$ cat src/logic/fsc_cfg.svh
// Fault scan control constants: addresses, fields, resets, timing.
// Assumes inclusion by bare name from the package and the top module.
`ifndef FSC_CFG_SVH
`define FSC_CFG_SVH
`define FSC_ADDR_TIMING 8'h67
`define FSC_ADDR_AVG 8'h68
`define FSC_RST_TIMING 8'hB8
`define FSC_RST_AVG 8'h00
`define FSC_AVG_WMASK 8'hF0
`define FSC_AVG_RSV_MSB 3
`define FSC_AVG_RSV_LSB 0
`define FSC_REP_MSB 7
`define FSC_REP_LSB 6
`define FSC_DBN_MSB 3
`define FSC_DBN_LSB 2
`define FSC_VSH_BIT 1
`define FSC_DBL_BIT 0
`define FSC_AVG_MSB 7
`define FSC_AVG_LSB 6
`define FSC_BLB_BIT 5
`define FSC_OTB_BIT 4
`define FSC_CNT16 5'h10
`define FSC_CNT8 5'h08
`define FSC_CNT4 5'h04
`define FSC_CLK_MHZ 40
`define FSC_PER1_US 1000
`define FSC_PER4_US 4000
`define FSC_PER8_US 8000
`define FSC_THR_STEP_MV 10'h01E
`define FSC_DW 12
`define FSC_TW 19
`define FSC_NFAULT 4
`define FSC_BATT_IDX 0
`endif

$ cat src/logic/fsc_pkg.sv
// Types shared by the fault scan control modules.
// Assumes fsc_cfg.svh is on the include path.
`include "fsc_cfg.svh"
package fsc_pkg;
  typedef enum logic [1:0] {
    FSC_REP_CONT = 2'b00, FSC_REP_1MS = 2'b01,
    FSC_REP_4MS = 2'b10, FSC_REP_8MS = 2'b11
  } fsc_rep_t;
  typedef enum logic [1:0] {
    FSC_DBN_16 = 2'b00, FSC_DBN_8 = 2'b01,
    FSC_DBN_4 = 2'b10, FSC_DBN_NONE = 2'b11
  } fsc_dbn_t;
  typedef enum logic [1:0] {
    FSC_AVG_OFF = 2'b00, FSC_AVG_HALF = 2'b01,
    FSC_AVG_QTR = 2'b10, FSC_AVG_RSV = 2'b11
  } fsc_avg_t;
  typedef enum logic {FSC_ST_IDLE = 1'b0, FSC_ST_SCAN = 1'b1} fsc_state_t;
  typedef struct packed {
    logic [4:0] count;
    logic flag;
  } fsc_dbn_state_t;
  typedef struct packed {
    logic [7:0] timing;
    logic [7:0] avg_cfg;
    logic [7:0] rdata;
    fsc_state_t state;
    logic pending;
    logic [`FSC_TW-1:0] timer;
    logic start;
    logic [3:0] pins;
    logic sync1;
    logic sync2;
    logic [9:0] thr;
    logic dbl;
    logic [`FSC_DW-1:0] avg_pin;
    logic [`FSC_DW-1:0] avg_load;
    logic [`FSC_DW-1:0] avg_temp;
  } fsc_top_state_t;
endpackage

$ cat src/logic/fsc_debounce.sv
// One fault debounce counter, advanced once per completed scan.
// Assumes scan_done_in is a one-cycle pulse on clock_in.
module fsc_debounce
  import fsc_pkg::*;
(
  // Clock and reset
  input wire logic clock_in,
  input wire logic rstn_in,
  input wire logic clk_en_in,
  // Scan result
  input wire logic scan_done_in,
  input wire logic fault_raw_in,
  // Count selection
  input wire logic bypass_in,
  input wire logic [4:0] target_in,
  // Debounced flag
  output logic fault_flag_out
);
  fsc_dbn_state_t s_q;
  fsc_dbn_state_t s_d;
  logic [4:0] inc;

  always_comb begin
    s_d = s_q;
    inc = s_q.count + 5'h01;
    if (scan_done_in) begin
      if (!fault_raw_in) begin
        s_d.count = '0; // RQ14
        s_d.flag = 1'b0;
      end else if (bypass_in) begin
        s_d.flag = 1'b1; // RQ5
      end else if (inc >= target_in) begin
        s_d.count = target_in; // RQ14
        s_d.flag = 1'b1;
      end else begin
        s_d.count = inc;
      end
    end
  end

  always_ff @(posedge clock_in or negedge rstn_in) begin
    if (!rstn_in) begin
      s_q <= '0;
    end else if (clk_en_in) begin
      s_q <= s_d;
    end
  end

  assign fault_flag_out = s_q.flag;

  a_clear_on_clean: // RQ14
  assert property (@(posedge clock_in) disable iff (!rstn_in)
    clk_en_in && scan_done_in && !fault_raw_in |=> !fault_flag_out)
    else $error("fault flag not cleared by clean scan");

  a_bypass_direct: // RQ5
  assert property (@(posedge clock_in) disable iff (!rstn_in)
    clk_en_in && scan_done_in && bypass_in
      |=> fault_flag_out == $past(fault_raw_in))
    else $error("undebounced flag does not follow scan");

  a_rise_needs_count: // RQ14
  assert property (@(posedge clock_in) disable iff (!rstn_in)
    $rose(fault_flag_out) && !$past(bypass_in)
      |-> $past(s_q.count) + 5'h01 >= $past(target_in))
    else $error("fault flagged before count reached");
endmodule

$ cat src/logic/fsc_top.sv
// Input fault scan control: scan timing, debounce, threshold scale, averaging.
// Assumes a same-clock register port and analog scanner; the battery
// comparator level is asynchronous.
//
// Overview of operation
// RQ1: Repeat code 0 scans back to back.
// RQ2: Codes 1,2,3 start scans each 1/4/8 ms.
// RQ3: Software keeps timing reserved bits at 11.
// RQ4: Debounce select gives 16, 8, 4 counts.
// RQ5: Debounce select 3 reports faults undebounced.
// RQ6: Low-battery battery short uses own debounce bit.
// RQ7: Scale bit doubles every detection threshold.
// RQ8: Averaging 0 off, 1 equal halves.
// RQ9: Averaging 2 weights old 0.75, new 0.25.
// RQ10: Bit 5 bypasses averaging for bias load.
// RQ11: Bit 4 bypasses averaging for over-temperature.
// RQ12: Only enabled channels' pins are scanned.
// RQ13: Terminal short threshold steps 30 mV, rescaled.
// RQ14: Fault needs consecutive faulty scans; clean restarts.
// RQ15: Software avoids code 3; low bits zero.
`include "fsc_cfg.svh"
module fsc_top
  import fsc_pkg::*;
#(
  parameter int PER1_CYC = `FSC_PER1_US * `FSC_CLK_MHZ,
  parameter int PER4_CYC = `FSC_PER4_US * `FSC_CLK_MHZ,
  parameter int PER8_CYC = `FSC_PER8_US * `FSC_CLK_MHZ
) (
  // Clock and reset
  input wire logic clock_in,
  input wire logic rstn_in,
  input wire logic clk_en_in,
  // Register port
  input wire logic [7:0] reg_addr_in,
  input wire logic [7:0] reg_wdata_in,
  input wire logic reg_wr_in,
  input wire logic reg_rd_in,
  output logic [7:0] reg_rdata_out,
  // Channel selection and threshold code
  input wire logic chan1_scan_enable_in,
  input wire logic chan2_scan_enable_in,
  input wire logic [3:0] terminal_short_threshold_in,
  // Analog scanner
  input wire logic scan_done_in,
  input wire logic [`FSC_NFAULT-1:0] fault_raw_in,
  input wire logic battery_below_bias_in,
  input wire logic [`FSC_DW-1:0] meas_pin_in,
  input wire logic [`FSC_DW-1:0] meas_bias_load_in,
  input wire logic [`FSC_DW-1:0] meas_temp_in,
  // Scan control
  output logic scan_start_out,
  output logic scan_busy_out,
  output logic [3:0] scan_pins_out,
  // Results
  output logic [`FSC_NFAULT-1:0] fault_flag_out,
  output logic [9:0] threshold_mv_out,
  output logic threshold_double_out,
  output logic [`FSC_DW-1:0] avg_pin_out,
  output logic [`FSC_DW-1:0] avg_bias_load_out,
  output logic [`FSC_DW-1:0] avg_temp_out
);
  fsc_top_state_t s_q;
  fsc_top_state_t s_d;
  fsc_rep_t rep;
  fsc_dbn_t dbn;
  fsc_avg_t avg_mode;
  logic [`FSC_TW-1:0] per_last;
  logic tick;
  logic any_en;
  logic go;
  logic [4:0] gen_tgt;
  logic gen_byp;
  logic [4:0] tgt [`FSC_NFAULT];
  logic [`FSC_NFAULT-1:0] byp;
  logic [9:0] thr_base;
  logic [3:0] pin_sel;

  assign rep = fsc_rep_t'(s_q.timing[`FSC_REP_MSB:`FSC_REP_LSB]);
  assign dbn = fsc_dbn_t'(s_q.timing[`FSC_DBN_MSB:`FSC_DBN_LSB]);
  assign avg_mode = fsc_avg_t'(s_q.avg_cfg[`FSC_AVG_MSB:`FSC_AVG_LSB]);
  assign any_en = chan1_scan_enable_in | chan2_scan_enable_in;
  assign pin_sel = {{2{chan1_scan_enable_in}},
    {2{chan2_scan_enable_in}}}; // RQ12
  assign thr_base = 10'(terminal_short_threshold_in * `FSC_THR_STEP_MV);

  function automatic logic [`FSC_DW-1:0] avg_next(
    input fsc_avg_t m, input logic bypass,
    input logic [`FSC_DW-1:0] old, input logic [`FSC_DW-1:0] nw);
    logic [`FSC_DW+1:0] s;
    s = '0;
    avg_next = nw;
    if (!bypass && m == FSC_AVG_HALF) begin
      s = (`FSC_DW+2)'(old) + (`FSC_DW+2)'(nw); // RQ8
      avg_next = s[`FSC_DW:1];
    end else if (!bypass && m == FSC_AVG_QTR) begin
      s = ((`FSC_DW+2)'(old) << 1) + (`FSC_DW+2)'(old)
        + (`FSC_DW+2)'(nw); // RQ9
      avg_next = s[`FSC_DW+1:2];
    end
  endfunction

  ////////////////////////////////////////////////////////////////////////
  // Debounce selection
  always_comb begin
    gen_byp = 1'b0;
    case (dbn) // RQ4
      FSC_DBN_16: gen_tgt = `FSC_CNT16;
      FSC_DBN_8: gen_tgt = `FSC_CNT8;
      FSC_DBN_4: gen_tgt = `FSC_CNT4;
      default: begin
        gen_tgt = `FSC_CNT4;
        gen_byp = 1'b1; // RQ5
      end
    endcase
    for (int i = 0; i < `FSC_NFAULT; i++) begin
      tgt[i] = gen_tgt;
      byp[i] = gen_byp;
    end
    if (s_q.sync2) begin
      byp[`FSC_BATT_IDX] = 1'b0; // RQ6
      tgt[`FSC_BATT_IDX] = s_q.timing[`FSC_VSH_BIT] ? `FSC_CNT8 : `FSC_CNT16;
    end
  end

  generate
    for (genvar g = 0; g < `FSC_NFAULT; g++) begin : g_dbn
      fsc_debounce u_dbn (
        .clock_in(clock_in),
        .rstn_in(rstn_in),
        .clk_en_in(clk_en_in),
        .scan_done_in(scan_done_in),
        .fault_raw_in(fault_raw_in[g]),
        .bypass_in(byp[g]),
        .target_in(tgt[g]),
        .fault_flag_out(fault_flag_out[g])
      );
    end
  endgenerate

  ////////////////////////////////////////////////////////////////////////
  // Repetition timer and scan sequencing
  always_comb begin
    case (rep) // RQ2
      FSC_REP_4MS: per_last = `FSC_TW'(PER4_CYC - 1);
      FSC_REP_8MS: per_last = `FSC_TW'(PER8_CYC - 1);
      default: per_last = `FSC_TW'(PER1_CYC - 1);
    endcase
    tick = (rep != FSC_REP_CONT) && (s_q.timer >= per_last);
    go = any_en && (rep == FSC_REP_CONT || tick || s_q.pending); // RQ1
  end

  always_comb begin
    s_d = s_q;
    s_d.start = 1'b0;
    s_d.sync1 = battery_below_bias_in;
    s_d.sync2 = s_q.sync1;
    s_d.dbl = s_q.timing[`FSC_DBL_BIT];
    s_d.thr = s_q.timing[`FSC_DBL_BIT] ? {thr_base[8:0], 1'b0}
      : thr_base; // RQ7 RQ13
    if (rep == FSC_REP_CONT || tick) begin
      s_d.timer = '0; // RQ2
    end else begin
      s_d.timer = s_q.timer + `FSC_TW'(1);
    end
    case (s_q.state)
      FSC_ST_IDLE: begin
        if (go) begin
          s_d.state = FSC_ST_SCAN;
          s_d.start = 1'b1;
          s_d.pending = 1'b0;
          s_d.pins = pin_sel; // RQ12
        end
      end
      FSC_ST_SCAN: begin
        if (scan_done_in) begin
          if (go) begin
            s_d.start = 1'b1; // RQ1
            s_d.pending = 1'b0;
            s_d.pins = pin_sel; // RQ12
          end else begin
            s_d.state = FSC_ST_IDLE;
          end
        end else if (tick) begin
          s_d.pending = 1'b1;
        end
      end
      default: s_d.state = FSC_ST_IDLE;
    endcase
    if (scan_done_in) begin
      s_d.avg_pin = avg_next(avg_mode, 1'b0, s_q.avg_pin, meas_pin_in);
      s_d.avg_load = avg_next(avg_mode, s_q.avg_cfg[`FSC_BLB_BIT],
        s_q.avg_load, meas_bias_load_in); // RQ10
      s_d.avg_temp = avg_next(avg_mode, s_q.avg_cfg[`FSC_OTB_BIT],
        s_q.avg_temp, meas_temp_in); // RQ11
    end
    if (reg_wr_in) begin
      case (reg_addr_in)
        `FSC_ADDR_TIMING: begin
          s_d.timing = reg_wdata_in;
          s_d.timer = '0;
        end
        `FSC_ADDR_AVG: s_d.avg_cfg = reg_wdata_in & `FSC_AVG_WMASK; // RQ15
        default: ;
      endcase
    end
    if (reg_rd_in) begin
      case (reg_addr_in)
        `FSC_ADDR_TIMING: s_d.rdata = s_q.timing;
        `FSC_ADDR_AVG: s_d.rdata = s_q.avg_cfg;
        default: s_d.rdata = '0;
      endcase
    end
  end

  always_ff @(posedge clock_in or negedge rstn_in) begin
    if (!rstn_in) begin
      s_q <= '0;
      s_q.timing <= `FSC_RST_TIMING;
      s_q.avg_cfg <= `FSC_RST_AVG;
    end else if (clk_en_in) begin
      s_q <= s_d;
    end
  end

  assign reg_rdata_out = s_q.rdata;
  assign scan_start_out = s_q.start;
  assign scan_busy_out = s_q.state == FSC_ST_SCAN;
  assign scan_pins_out = s_q.pins;
  assign threshold_mv_out = s_q.thr;
  assign threshold_double_out = s_q.dbl;
  assign avg_pin_out = s_q.avg_pin;
  assign avg_bias_load_out = s_q.avg_load;
  assign avg_temp_out = s_q.avg_temp;

  ////////////////////////////////////////////////////////////////////////
  // Checks
  a_back_to_back: // RQ1
  assert property (@(posedge clock_in) disable iff (!rstn_in)
    clk_en_in && scan_busy_out && scan_done_in && rep == FSC_REP_CONT
      && any_en |=> scan_start_out && scan_busy_out)
    else $error("continuous mode left a gap between scans");

  a_period_wrap: // RQ2
  assert property (@(posedge clock_in) disable iff (!rstn_in)
    clk_en_in && !reg_wr_in && rep == FSC_REP_4MS
      && s_q.timer == `FSC_TW'(PER4_CYC - 1) |=> s_q.timer == '0)
    else $error("repetition timer did not wrap at period");

  a_start_enabled: // RQ12
  assert property (@(posedge clock_in) disable iff (!rstn_in)
    scan_start_out |-> scan_pins_out != 4'h0
      && scan_pins_out[3] == scan_pins_out[2])
    else $error("scan started with no enabled channel");

  a_batt_target: // RQ6
  assert property (@(posedge clock_in) disable iff (!rstn_in)
    s_q.sync2 |-> !byp[`FSC_BATT_IDX] && tgt[`FSC_BATT_IDX] ==
      (s_q.timing[`FSC_VSH_BIT] ? `FSC_CNT8 : `FSC_CNT16))
    else $error("battery short debounce count wrong");

  a_thr_scale: // RQ7
  assert property (@(posedge clock_in) disable iff (!rstn_in)
    clk_en_in |=> threshold_mv_out ==
      ($past(s_q.timing[`FSC_DBL_BIT]) ? $past(thr_base) << 1
        : $past(thr_base)))
    else $error("threshold scaling mismatch");

  a_avg_half: // RQ8
  assert property (@(posedge clock_in) disable iff (!rstn_in)
    clk_en_in && scan_done_in && avg_mode == FSC_AVG_HALF |=>
      avg_pin_out == `FSC_DW'(((`FSC_DW+1)'($past(avg_pin_out))
        + (`FSC_DW+1)'($past(meas_pin_in))) >> 1))
    else $error("half weight average wrong");

  a_avg_quarter: // RQ9
  assert property (@(posedge clock_in) disable iff (!rstn_in)
    clk_en_in && scan_done_in && avg_mode == FSC_AVG_QTR |=>
      avg_pin_out == `FSC_DW'((3 * (`FSC_DW+2)'($past(avg_pin_out))
        + (`FSC_DW+2)'($past(meas_pin_in))) >> 2))
    else $error("quarter weight average wrong");

  a_load_bypass: // RQ10
  assert property (@(posedge clock_in) disable iff (!rstn_in)
    clk_en_in && scan_done_in && s_q.avg_cfg[`FSC_BLB_BIT] |=>
      avg_bias_load_out == $past(meas_bias_load_in))
    else $error("bias load averaging not bypassed");

  a_temp_bypass: // RQ11
  assert property (@(posedge clock_in) disable iff (!rstn_in)
    clk_en_in && scan_done_in && s_q.avg_cfg[`FSC_OTB_BIT] |=>
      avg_temp_out == $past(meas_temp_in))
    else $error("temperature averaging not bypassed");

  a_avg_low_zero: // RQ15
  assert property (@(posedge clock_in) disable iff (!rstn_in)
    clk_en_in && reg_rd_in && reg_addr_in == `FSC_ADDR_AVG |=>
      reg_rdata_out[`FSC_AVG_RSV_MSB:`FSC_AVG_RSV_LSB] == 4'h0)
    else $error("averaging register low bits not zero");
endmodule

$ cat config.mk
export PLATFORM = sky130hd
export DESIGN_NAME = fsc_top
export DESIGN_NICKNAME = d
export VERILOG_FILES = /design/src/logic/fsc_pkg.sv /design/src/logic/fsc_debounce.sv /design/src/logic/fsc_top.sv
export VERILOG_INCLUDE_DIRS = /design/src /design/src/logic
export SDC_FILE = /design/constraint.sdc
export NUM_CORES = 1
export LEC_CHECK = 0
export ABC_AREA = 0
export ABC_CLOCK_PERIOD_IN_PS = 3960
export BUFFER_PORTS_ARGS = -buffer_cell sky130_fd_sc_hd__buf_2
export CELL_PAD_IN_SITES_DETAIL_PLACEMENT = 1
export CELL_PAD_IN_SITES_GLOBAL_PLACEMENT = 1
export CORE_ASPECT_RATIO = 1.4
export CORE_MARGIN = 5
export CORE_UTILIZATION = 25
export CTS_BUF_LIST = sky130_fd_sc_hd__clkbuf_16
export DETAILED_ROUTE_END_ITERATION = 7
export PLACE_DENSITY_LB_ADDON = 0.25
export SYNTH_ARGS = -nofsm -noshare
export SYNTH_HDL_FRONTEND = slang
export SYNTH_SLANG_ARGS = --single-unit
$ cat constraint.sdc
create_clock -name clock_in -period 3.96 [get_ports clock_in]
set_clock_uncertainty 0.2 [all_clocks]
set_input_delay 0.792 -clock clock_in [delete_from_list [all_inputs] [get_ports clock_in]]
set_output_delay 0.792 -clock clock_in [all_outputs]
set_load 0.02 [all_outputs]
==> results by group <==
Setup path
  • R2R depth: 9
  • CP Depth: 9
  • Crit Path Category: reg2reg
  • Critical path arrival: between 3 and 4 ns
  • WP data required: slightly above 4 ns
  • Max incr delay on CP: just under 0.8 ns
  • CP delay by family, top: compound AO/OA/AOI/OAI gates
  • Startpoint type of the worst setup path: flop
  • Critical path cell sequence: nand2_1 -> ha_1 -> nand3b_1 -> a21oi_1 -> o21a_1 -> a211oi_2 -> o211ai_2 -> o21ai_0 -> a21o_1
  • Crit Path Max Fanout: 23
  • CP max-delay cell: o211ai_2
  • CP bufs+invs: 0
  • Crit end category: flop

Detailed routing
  • Pre-antenna DRT Iters: 4
  • Met2 WL: around 18 mm
  • Routed vias: 9498
  • Top routing layer in use: met4
  • Drt total wl: ~34 mm
  • Post-route DRC: 0
  • Vias per cell: just over 5
  • Post-DRT Antenna Nets: 0
  • WL met1: between 10 and 15 mm
  • WL/cell: around 18 um
  • Routed wl met3: around 1.2 mm
  • Initial DRC Count: about 270

Logic synthesis
  • Top FF cell, synth: dfrtp_1
  • Syn Std Cell Area: 0.01099 sq mm
  • #FFs+latches synth: 118
  • Compound-gate portion of the synthesized area: 21.46%
  • Cell taking the most area after synthesis: dfrtp_1
  • Post-synthesis mux area share: approximately 4%
  • Xor/xnor cell area share of the yosys netlist: between 4 and 5%
  • Yosys warnings: 0
  • Number of library cell types mapped by synthesis: 74
  • Leading post-synthesis cells by cell area: dfrtp_1 (26%), ha_1 (12%), fa_1 (8.0%), nand2_1 (4.3%), buf_4 (4.2%)
  • Number of synthesized flops with an enable pin: 0
  • Syn nets: around 1500
  • Top-area cell type share of the netlist area: around 26%
  • Largest family of logic cells by synthesized area: compound AO/OA/AOI/OAI gates
  • Sequential area share after synthesis: 26.92%
  • Cells after Synth: around 1300
  • Adder-Cell Fraction of Synth Area: 19.97%
  • Ys async rst share: 100.0%
  • Syn avg cell area: ~8.8 sq um
  • Simple-Gate Fraction of Synth Area: between 10% and 20%

Power and ir drop
  • Clock power frac: 29.3%
  • LEAKAGE: about 0.0055 uW
  • Worst VDD drop: about 0.24 mV
  • Logic pwr share: between 40% and 50%
  • Internal: about 3300 uW
  • Reg power frac: between 20 and 30%
  • Cell Pwr Density: around 440 mW/mm^2
  • Net Sw Frac: approximately two fifths
  • Sw Pwr: between 2000 and 2500 uW

STA
  • Max Slew Vio Count: 0
  • Hold slack: about 0.15 ns
  • Setup TNS Final: 0 ns
  • Worst Max-Slew Pin Slew: between 1 and 1.5 ns
  • Setup violators final: 0
  • FMAX: about 0.32 GHz
  • Final Critical Period: around 3.2 ns
  • RSZ-0062 raised after global routing: false
  • Max-slew headroom: about a third
  • Final Hold Viols: 0
  • Crit share post-route: between 80 and 90%

Clock tree
  • Clock-pin slew on the worst setup and hold paths: 0.06 ns
  • Htree depth: 4
  • # resized after CTS: 0
  • CTS Hold Bufs: 0
  • Root Buffer: clkbuf_16
  • Worst skew pair latency: 0.44 ns
  • Post-CTS Setup Bufs: 0
  • CTS tree: done
  • Clock tree buffer depth: 2
  • Cts bufs inserted: 17
  • # clock sinks: about 120

Die
  • Die width: between 150 and 200 um
  • DIE HEIGHT: about 260 um
  • Die area: about 0.048 sq mm
  • Number of primary I/O pins: 134
  • Core box area: 0.04384 sq mm
  • Starting Density: 25.06%
  • Rows: 91

GRT
  • Total gr overflow: 0
  • Initial antenna violation count: 0
  • Pin count of the biggest net entering global routing: 63
  • Total GRT Usage: 14.24%
  • Vias in the first global route: around 10000
  • First-pass GRT wire length: about 56 mm

Cells and area
  • Final cell count without fillers: ~1900
  • Net count reported at finish: around 1500
  • End-of-flow core utilization: between 20% and 30%
  • Area Growth Syn to Fin: 13.38%
  • Layout cell share with drive strength beyond 1: between 10% and 20%
  • Filler Cell Count: about 5200

Flow run
  • Max Cap Viol: 0

Worst hold path
  • Hold crit path type: in2async

Placement
  • GP Congestion: approximately 0.77
  • DP Cell Count: 1857
  • Input/output buffers: between 100 and 150
  • Detailed Place HPWL: approximately 27 mm

Outcome
  • Status: finished clean
state kept, by name (all words and copies together), names as in the netlist, 8 cells and up:
register           cells
s_q                   26
avg_temp_out          12
threshold_mv_out       9
avg_pin_out           12
g_dbn.u_dbn.s_q       20
avg_bias_load_out     12
reg_rdata_out          8
through the flow:
| step | total power (uW) | cell area, sq um | setup slack, ns |
|---|---|---|---|
| after CTS | 5575 | 12450 | 0.7182 |
| final | 5455 | 12460 | 0.7870 |
| after detailed placement | 3911 | 11870 | 0.3292 |
| after global routing | 5890 | 12450 | 0.4576 |
| after global placement | 3872 | 11870 | 0.3834 |
| after floorplan | 3310 | 10990 | 0.6335 |
worst register-to-register path, delay by kind of cell (launching register included):
family	cells	cell delay, ns
flops	1	0.68
simple gates	2	0.24
fa+ha+maj	1	0.32
compound gates	6	1.62
cells by family after synthesis:
kind of cell    Yosys count
fa+ha+maj               149
xor+xnor                 56
other cells               1
flops                   118
mux                      41
buf+inv                 144
simple gates            375
compound gates          369
layer usage:
layer	track usage, %	vias up
met5	0	-
met4	4.624	0
met3	2.772	36
met2	26.87	144
met1	15.98	4737
li1	-	4581
power groups by stage:
stage          clock (uW)  combinational, uW  sequential [uW]
2_1_floorplan           0               1830             1480
3_3_place_gp            0               2330             1540
3_5_place_dp            0               2370             1540
4_1_cts              1670               2390             1520
5_1_grt              1710               2640             1540
6_report             1600               2340             1520
layout make-up:
class	count	area [sq um]	share of cell area [%]
timing repair buffer	150	814.5	6.539
clock inverter	15	155.1	1.245
clock buffer	17	425.4	3.415
tap	558	698.2	5.605
multi-input combinational	991	7253	58.23
inverter	40	150.1	1.205
sequential	118	2958	23.74
antenna	1	2.502	0.02009
worst paths after layout:
| path | from | endpoint | slack, ns |
|---|---|---|---|
| worst min register to register | scan_pins_out[2]$_DFFE_PN0P_ | scan_pins_out[2]$_DFFE_PN0P_ | 0.29 |
| worst min-delay path | rstn_in | s_q[73]$_DFFE_PN0P_ | 0.15 |
| worst max register to register | rep[1]$_DFFE_PN1P_ | s_q[61]$_DFFE_PN0P_ | 0.79 |
| max in group asynchronous | rstn_in | dbn[1]$_DFFE_PN1P_ | 2.55 |
| min in group clock_in | scan_pins_out[2]$_DFFE_PN0P_ | scan_pins_out[2]$_DFFE_PN0P_ | 0.29 |
| worst max-delay path | rep[1]$_DFFE_PN1P_ | s_q[61]$_DFFE_PN0P_ | 0.79 |
cells in the mapped netlist (9+ instances only):
cell type  count
a21o_1        25
a22oi_1        9
nand2b_1      13
buf_4         62
dfrtp_1      114
fa_1          44
o211ai_1      10
nor2b_1       23
nand2_1      127
nand3_1       35
nor2_1        92
o21bai_1      14
and3_1        11
nor3_1        25
o21ai_1       16
clkbuf_1      33
a211oi_1      11
ha_1         105
o21ai_0       92
or3_1         12
mux2_2        23
o21a_1        18
a31oi_1       10
xnor2_1       44
inv_1         39
xor2_1        12
mux2i_1       14
a22o_1        11
a21oi_1       89
cells in the final DEF (no fill, tap or decap), types with 12 or more instances in the layout:
cell	instances
a21o_1	25
a21oi_1	89
buf_2	131
buf_4	17
clkbuf_16	17
dfrtp_1	114
fa_1	44
ha_1	105
inv_1	40
mux2_2	23
mux2i_1	14
nand2_1	126
nand2b_1	13
nand3_1	35
nor2_1	92
nor2b_1	23
nor3_1	25
o21a_1	18
o21ai_0	92
o21ai_1	16
o21bai_1	14
or3_1	12
xnor2_1	44
xor2_1	12
(Power assumes the default switching activity.)
